[config.mk]
export PLATFORM = sky130hd
export DESIGN_NAME = pblc_top
export DESIGN_NICKNAME = d
export VERILOG_FILES = /design/src/rtl/pblc_pkg.sv /design/src/rtl/pblc_top.sv
export SDC_FILE = /design/constraint.sdc
export NUM_CORES = 1
export LEC_CHECK = 0
export BUFFER_PORTS_ARGS = -buffer_cell sky130_fd_sc_hd__buf_2
export CAP_MARGIN = 40
export CORE_UTILIZATION = 30
export CTS_CLUSTER_SIZE = 20
export DETAILED_ROUTE_END_ITERATION = 8
export PLACE_DENSITY = 0.62
export SLEW_MARGIN = 20
export SYNTH_ARGS = -nofsm -noshare
export SYNTH_HDL_FRONTEND = slang
export SYNTH_SLANG_ARGS = --single-unit
[constraint.sdc]
create_clock -name clk -period 2.9 [get_ports clk]
set_input_delay 0.145 -clock clk [delete_from_list [all_inputs] [get_ports clk]]
set_output_delay 0.145 -clock clk [all_outputs]
set_load 0.02 [all_outputs]
[src/rtl/pblc_pkg.sv]
// Package for the low pin bank configuration block.
// Assumes a 32-bit APB slave and a 10 MHz system clock.
package pblc_pkg;
  localparam int unsigned PBLC_PINS = 4;
  // Byte offsets on the APB
  localparam logic [11:0] PBLC_CFG_OFS = 12'h018;
  localparam logic [11:0] PBLC_WAKE_OFS = 12'h020;
  localparam logic [11:0] PBLC_WSTS_OFS = 12'h024;
  localparam logic [11:0] PBLC_CTRL_OFS = 12'h028;
  // Field positions
  localparam int unsigned PBLC_FSEL_LSB = 12;
  localparam int unsigned PBLC_BUF_LSB = 8;
  localparam int unsigned PBLC_DIR_LSB = 4;
  localparam int unsigned PBLC_DATA_LSB = 0;
  localparam int unsigned PBLC_WEN_LSB = 0;
  localparam int unsigned PBLC_WPOL_LSB = 16;
  localparam int unsigned PBLC_PROT_BIT = 0;
  localparam int unsigned PBLC_LITE_BIT = 1;
  // Fallback values when no image is present, and the wake polarity async reset value
  localparam logic [3:0] PBLC_FSEL_RST = 4'hf;
  localparam logic [3:0] PBLC_BUF_RST = 4'h0;
  localparam logic [3:0] PBLC_DIR_RST = 4'h0;
  localparam logic [3:0] PBLC_DATA_RST = 4'h0;
  localparam logic [3:0] PBLC_WAKE_RST = 4'h0;

  typedef enum logic [1:0] {
    PBLC_LOAD = 2'b01,
    PBLC_RUN = 2'b10
  } pblc_fsm_t;

  // One pin bank configuration word
  typedef struct packed {
    logic [3:0] fsel;
    logic [3:0] buf_type;
    logic [3:0] dir;
    logic [3:0] data;
  } pblc_cfg_t;

  // Whole block state
  typedef struct packed {
    pblc_fsm_t fsm;
    pblc_cfg_t cfg;
    logic [3:0] wake_en;
    logic [3:0] wake_pol;
    logic [3:0] wake_sts;
    logic protect;
    logic [3:0] pin_smp;
    logic [3:0] pin_out;
    logic [3:0] pin_oe;
    logic [3:0] src;
    logic wake;
    logic pready;
    logic pslverr;
    logic [31:0] prdata;
  } pblc_state_t;

  localparam pblc_cfg_t PBLC_CFG_FALLBACK =
    {PBLC_FSEL_RST, PBLC_BUF_RST, PBLC_DIR_RST, PBLC_DATA_RST};
endpackage

[src/rtl/pblc_top.sv]
// Low pin bank configuration: four general purpose pins behind APB.
// Assumes an image loader outside supplies the stored configuration
// and a bus reset pulse; pins are synchronous to clk.
//
// Operation
// - Function-select bit zero makes the pin general purpose.
// - Buffer bit one gives push/pull, zero gives open-drain.
// - Direction bit one makes the pin output, zero input.
// - Push/pull output pins drive the last written data bit; open-drain ones only pull low.
// - Reading the data field returns sampled pin levels.
// - Only input pins may act as wake or interrupt sources.
// - A wake event also needs the pin's wake enable bit set.
// - Function select resets from image, else all ones.
// - Buffer type resets from image, else zero.
// - Direction resets from image, else zero, so inputs.
// - Data resets from image, else zero.
// - Bus or lite reset reloads fields from image or fallback.
// - Data read value of input pins is not the default.
// - Reset protection keeps fields across bus and lite resets.
`timescale 1ns/100ps
`default_nettype none
module pblc_top
  import pblc_pkg::*;
(
  input wire logic clk, // 10 MHz system clock
  input wire logic resetn, // Async reset, active low
  input wire logic psel, // APB select
  input wire logic penable, // APB enable
  input wire logic pwrite, // APB direction
  input wire logic [11:0] paddr, // APB byte address
  input wire logic [31:0] pwdata, // APB write data
  output logic [31:0] prdata, // APB read data
  output logic pready, // APB ready
  output logic pslverr, // APB error, read or write of unmapped address
  input wire logic bus_reset, // Host bus reset pulse
  input wire pblc_cfg_t image_cfg, // Last loaded image
  input wire logic image_valid, // Image present
  input wire logic [3:0] pin_in, // Pin levels
  output logic [3:0] pin_out, // Pin output value
  output logic [3:0] pin_oe, // Pin output enable
  input wire logic [3:0] alt_out, // Alternate function value
  input wire logic [3:0] alt_oe, // Alternate function enable
  output logic [3:0] irq_src, // Qualified interrupt sources
  output logic wake_req // Any sticky wake status
);

  pblc_state_t st_reg;
  pblc_state_t st_next;
  logic [3:0] src_now;

  // Register address match, used for read and write paths
  function automatic logic hit(input logic [11:0] a,
                               input logic [11:0] ofs);
    hit = (a[11:2] == ofs[11:2]);
  endfunction

  // Configuration after a reset: image when present, else fallback
  function automatic pblc_cfg_t reload(input logic valid,
                                       input pblc_cfg_t img);
    reload = valid ? img : PBLC_CFG_FALLBACK;
  endfunction

  // Per-pin source qualification from registered state
  genvar gi;
  generate
    for (gi = 0; gi < PBLC_PINS; gi++)
    begin : g_src
      // Alternate-function pins never wake the device
      assign src_now[gi] = ~st_reg.cfg.fsel[gi]
        & ~st_reg.cfg.dir[gi]
        & (st_reg.pin_smp[gi] == st_reg.wake_pol[gi]);
    end
  endgenerate

  logic acc;
  logic wr;
  logic lite_rst;
  logic do_reload;

  // Next state
  always_comb
  begin
    st_next = st_reg;
    acc = psel & penable;
    wr = acc & pready & pwrite;
    lite_rst = wr & hit(paddr, PBLC_CTRL_OFS)
      & pwdata[PBLC_LITE_BIT];
    do_reload = 1'b0;
    st_next.pin_smp = pin_in;
    st_next.pready = acc & ~st_reg.pready;
    st_next.pslverr = 1'b0;
    st_next.prdata = 32'h0000_0000;
    case (st_reg.fsm)
      PBLC_LOAD:
      begin
        // Image caught once after release, never under async reset
        do_reload = 1'b1;
        st_next.fsm = PBLC_RUN;
      end
      PBLC_RUN:
      begin
        // Reset wins over a write in the same cycle
        do_reload = (bus_reset | lite_rst) & ~st_reg.protect;
        if (wr && hit(paddr, PBLC_CFG_OFS) && !do_reload)
        begin
          // Upper half has no storage
          st_next.cfg.fsel = pwdata[PBLC_FSEL_LSB +: 4];
          st_next.cfg.buf_type = pwdata[PBLC_BUF_LSB +: 4];
          st_next.cfg.dir = pwdata[PBLC_DIR_LSB +: 4];
          st_next.cfg.data = pwdata[PBLC_DATA_LSB +: 4];
        end
        if (wr && hit(paddr, PBLC_WAKE_OFS))
        begin
          st_next.wake_en = pwdata[PBLC_WEN_LSB +: 4];
          st_next.wake_pol = pwdata[PBLC_WPOL_LSB +: 4];
        end
        if (wr && hit(paddr, PBLC_CTRL_OFS))
          st_next.protect = pwdata[PBLC_PROT_BIT];
        // Write one to clear; a new event wins over the clear
        if (wr && hit(paddr, PBLC_WSTS_OFS))
          st_next.wake_sts = st_reg.wake_sts & ~pwdata[3:0];
      end
      default:
        st_next.fsm = PBLC_LOAD;
    endcase
    if (do_reload)
      st_next.cfg = reload(image_valid, image_cfg);
    st_next.src = src_now;
    st_next.wake_sts = st_next.wake_sts
      | (src_now & st_reg.wake_en);
    st_next.wake = |st_next.wake_sts;
    // Read data answered one cycle into the access phase
    if (acc && !st_reg.pready)
    begin
      if (hit(paddr, PBLC_CFG_OFS))
        // Pins are read, not the stored value
        st_next.prdata = {16'h0000, st_reg.cfg.fsel,
          st_reg.cfg.buf_type, st_reg.cfg.dir, st_reg.pin_smp};
      else if (hit(paddr, PBLC_WAKE_OFS))
        st_next.prdata = {12'h000, st_reg.wake_pol,
          12'h000, st_reg.wake_en};
      else if (hit(paddr, PBLC_WSTS_OFS))
        st_next.prdata = {28'h0000000, st_reg.wake_sts};
      else if (hit(paddr, PBLC_CTRL_OFS))
        st_next.prdata = {31'h00000000, st_reg.protect};
      else
        st_next.pslverr = 1'b1;
    end
    // Pin drivers follow the next configuration
    for (int i = 0; i < PBLC_PINS; i++)
    begin
      if (st_next.cfg.fsel[i])
      begin
        st_next.pin_out[i] = alt_out[i];
        st_next.pin_oe[i] = alt_oe[i];
      end
      else if (st_next.cfg.buf_type[i])
      begin
        st_next.pin_out[i] = st_next.cfg.data[i];
        st_next.pin_oe[i] = st_next.cfg.dir[i];
      end
      else
      begin
        // Open-drain only ever pulls low
        st_next.pin_out[i] = 1'b0;
        st_next.pin_oe[i] = st_next.cfg.dir[i] & ~st_next.cfg.data[i];
      end
    end
  end

  // State register; async reset loads constants only
  always_ff @(posedge clk or negedge resetn)
  begin
    if (!resetn)
    begin
      st_reg <= '0;
      st_reg.fsm <= PBLC_LOAD;
      st_reg.cfg <= PBLC_CFG_FALLBACK;
      st_reg.wake_pol <= PBLC_WAKE_RST;
    end
    else
      st_reg <= st_next;
  end

  // Outputs straight from the state register
  assign prdata = st_reg.prdata;
  assign pready = st_reg.pready;
  assign pslverr = st_reg.pslverr;
  assign pin_out = st_reg.pin_out;
  assign pin_oe = st_reg.pin_oe;
  assign irq_src = st_reg.src;
  assign wake_req = st_reg.wake;

  logic gp_rd;
  assign gp_rd = psel & penable & pready & ~pwrite
    & hit(paddr, PBLC_CFG_OFS);
endmodule
`default_nettype wire

==> impl_summary.txt <==
----------------------------------------------------
[Die]
  Number of placement rows ... 39
  Die boundary width ... 111.9 um
  Die span in y ... 111.9 um
  Effective utilization at floorplan ... 31.18%
  Floorplan core area ... 0.01161 mm^2
  Ports placed on the boundary ... 126
  DIE AREA ... 0.01251 mm^2

[CTS]
  Clock root cell ... sky130_fd_sc_hd__clkbuf_16
  Clock sink count ... 70
  Clock input transition at the sequential cells of the worst setup and hold paths ... 0.06 ns
  Clock tree buffer depth ... 2
  Count of hold buffers inserted by post-cts repair ... 5
  # resized after CTS ... 0
  Clk_lat worst skew ... 0.33 ns
  Number of buffers created by CTS ... 9
  Setup repair bufs after CTS ... 0
  CTS tree ... yes
  Level count of the clock H-tree ... 3

[Worst hold path]
  Depth of the worst hold-timing path ... 2
  Hold wc startpoint ... pwdata[19]
  Endpoint, Worst Hold ... st_reg[59]$_DFFE_PN0P_
  Hold Crit Class ... in -> reg

[Critical path]
  Capture point of the worst reg-to-reg path ... pin_oe[2]$_DFF_PN0_
  Kind of end point of the critical path ... flip-flop
  Launching point of the worst reg2reg path ... st_reg[80]$_DFFE_PN1N_
  Type of the worst setup path ... reg -> reg
  Register-to-register setup slack ... 0.35 ns
  Critical path required time ... around 3.1 ns
  Startpoint type of the worst setup path ... flip-flop
  Worst reg2reg path depth ... 7
  Data arrival at the endpoint of the critical path ... roughly 2.8 ns
  CP Max Fanout ... 6

[Global routing]
  Grt ovf ... 0
  Antenna violations before repair ... 0
  First-pass GRT wire length ... ~15000 um
  Number of global-route vias before repair ... 2937
  Largest net degree at the start of global routing ... 27
  Global Route Usage Sum ... between 10% and 20%

[Synthesis]
  Library cell occupying the most area in the post-synthesis netlist ... sky130_fd_sc_hd__dfrtp_1
  Number of storage elements in the synthesis netlist ... 70
  Syn. warnings ... 0
  Average instance area after synthesis ... 10.78 um^2
  Dominant synthesized flop cell ... sky130_fd_sc_hd__dfrtp_1
  Synth top area share ... roughly 45%
  Cell with the most instances after synthesis ... sky130_fd_sc_hd__dfrtp_1
  Synth cell types ... 48
  Number of instances in the synthesized netlist ... 336
  Largest cells by area after synthesis ... sky130_fd_sc_hd__dfrtp_1 45%, sky130_fd_sc_hd__buf_4 9.1%, sky130_fd_sc_hd__and3_1 3.6%, sky130_fd_sc_hd__dfstp_2 3.6%, sky130_fd_sc_hd__mux2i_1 3.3%
  Netlist area before placement ... 0.003621 mm^2
  Share of the yosys chip area belonging to registers ... 48.55%
  Post-synth ARST share ... 100.0%
  Leading cell types by count after synthesis ... 65 x sky130_fd_sc_hd__dfrtp_1, 44 x sky130_fd_sc_hd__buf_4, 21 x sky130_fd_sc_hd__and3_1
  Number of flops mapped to enable cells by yosys ... 0

[Power]
  Overall Power ... ~2.4 mW
  Worst vdd ir ... between 0.0002 and 0.00025 V
  Gate power share ... a little over a tenth
  Cell Pwr Density ... between 500 and 600 mW/mm^2
  Net switching fraction of the power ... 24.65%
  Part of the power in registers ... 44.1%
  P_leak ... about 2.2 nW
  Switching pwr ... roughly 0.6 mW
  Pint ... 1.785 mW
  Portion of total power attributed to the clock network ... 45.2%

[Timing]
  Summed negative setup slack over all endpoints ... 0 ns
  Upper clock frequency limit ... 0.3924 GHz
  Max Clock Skew ... 0.008553 ns
  Clock period minus worst slack ... 2.548 ns
  Slew of the pin with the lowest slew margin ... 0.7064 ns
  Share of the clock period used by the worst path ... ~90%
  Finish-stage setup viols ... 0
  Final hold violation count ... 0
  Setup repair after global routing missed its margin ... false
  Max Transition Viols Final ... 0
  Worst slew margin relative to its limit ... about 53%

[Routing]
  Detailed-route via count ... 2809
  Vias/cell ... 4.945
  Number of routed nets with antenna violations ... 0
  Detail-routed net length per standard cell ... between 15 and 20 um
  Number of DRC markers after the initial detailed-route iteration ... 140
  First-pass iteration count of the detailed router ... 9
  Detailed-route wire length ... 9298 um
  DRC Markers ... 4

[Flow run]
  Max capacitance violation total ... 0

[Place]
  Buffers added on ports ... 99
  Placed wire-length estimate ... 7115 um
  Placed Area ... 0.004059 mm^2
  Count of placed standard cells including taps ... 547
  Routability cong. ... 0.8342

[Cells and area]
  Final layout net count ... 501
  Number of flip-flops in the largest register ... 35
  Post-Layout Cell Count ... roughly 570
  Synthesis-to-finish area growth ... 21.56%
  Antenna cells ... 0
  Layout cells sized above 1 ... 35.76%
  Area of all placed cells without fillers ... roughly 0.0044 mm^2

[Run status]
  Violations in the final reports ... DRC
  Status ... finished, violations left

----------------------------------------------------
## logic make-up after synthesis
family / synth area share, %
mux: 6.427
compound gates: 11.06
flops: 48.55
fa+ha+maj: 0.6910
other cells: 0.1036
buf+inv: 11.54
simple gates: 20.66
xor+xnor: 0.9674
## how the worst max path moves through the flow
stage	cells after the start	start	slack (ns)	endpoint
2_1_floorplan	7	st_reg[80]$_DFFE_PN1N_	0.61	pin_oe[0]$_DFF_PN0_
3_3_place_gp	7	st_reg[80]$_DFFE_PN1N_	0.45	pin_oe[2]$_DFF_PN0_
3_5_place_dp	7	st_reg[80]$_DFFE_PN1N_	0.40	pin_oe[2]$_DFF_PN0_
4_1_cts	7	st_reg[80]$_DFFE_PN1N_	0.39	pin_oe[2]$_DFF_PN0_
5_1_grt	7	st_reg[80]$_DFFE_PN1N_	0.24	pin_oe[2]$_DFF_PN0_
6_report	7	st_reg[80]$_DFFE_PN1N_	0.35	pin_oe[2]$_DFF_PN0_
## power groups by stage
stage               logic [mW]  clock network [mW]  registers [mW]
floorplan                0.153                   0            1.05
global placement         0.246                   0            1.06
detailed placement       0.250                   0            1.06
CTS                      0.256                1.10            1.04
global route             0.279                1.15            1.05
finish                   0.254                1.07            1.04
## cells in the final DEF, fill, tap and decap left out, types with 10 or more instances in the layout
master                      n
sky130_fd_sc_hd__mux2i_1   12
sky130_fd_sc_hd__o21ai_0   17
sky130_fd_sc_hd__buf_2     99
sky130_fd_sc_hd__nand2_1   13
sky130_fd_sc_hd__and3_1    21
sky130_fd_sc_hd__nand2b_1  15
sky130_fd_sc_hd__buf_4     14
sky130_fd_sc_hd__mux2_2    10
sky130_fd_sc_hd__conb_1    12
sky130_fd_sc_hd__dfrtp_1   65
sky130_fd_sc_hd__nand3_1   13
## per-layer routing
layer | share of wire, % | wire (um) | global-route usage (%) | up-vias
met5 | 0 | 0 | 0 | -
met4 | 1.8 | 168 | 6.577 | 0
met3 | 6.1 | 567 | 3.811 | 13
met2 | 47 | 4349 | 25.13 | 116
met1 | 45 | 4212 | 20.77 | 1357
li1 | - | - | - | 1323
## per-stage QoR
stage | hold slack [ns] | utilization (%) | setup slack, ns
CTS | 0.03496 | 37.90 | 0.3858
global route | 0.04003 | 37.90 | 0.2386
finish | 0.04550 | 37.90 | 0.3518
detailed placement | 0.1618 | 34.95 | 0.3969
global placement | 0.1584 | 34.95 | 0.4471
floorplan | -0.1506 | - | 0.6060
## worst max-delay path, stage by stage (launching register included)
cell and delay, ns:
sky130_fd_sc_hd__dfstp_2 0.54, sky130_fd_sc_hd__inv_1 0.04, sky130_fd_sc_hd__ha_1 0.24, sky130_fd_sc_hd__and3b_1 0.19, sky130_fd_sc_hd__o21bai_1 0.49, sky130_fd_sc_hd__o21ai_0 0.31, sky130_fd_sc_hd__and2_1 0.26, sky130_fd_sc_hd__a221o_1 0.35
## cell type report
type	count	area, um^2
Tap cell	143	178.9
Multi-Input combinational cell	213	1491
Clock buffer	11	232.7
Clock inverter	5	60.06
Inverter	8	30.03
Sequential cell	70	1758
Timing Repair Buffer	118	650.6
Fill cell	1183	7212
Note: power is estimated with default switching activity, not from simulation.
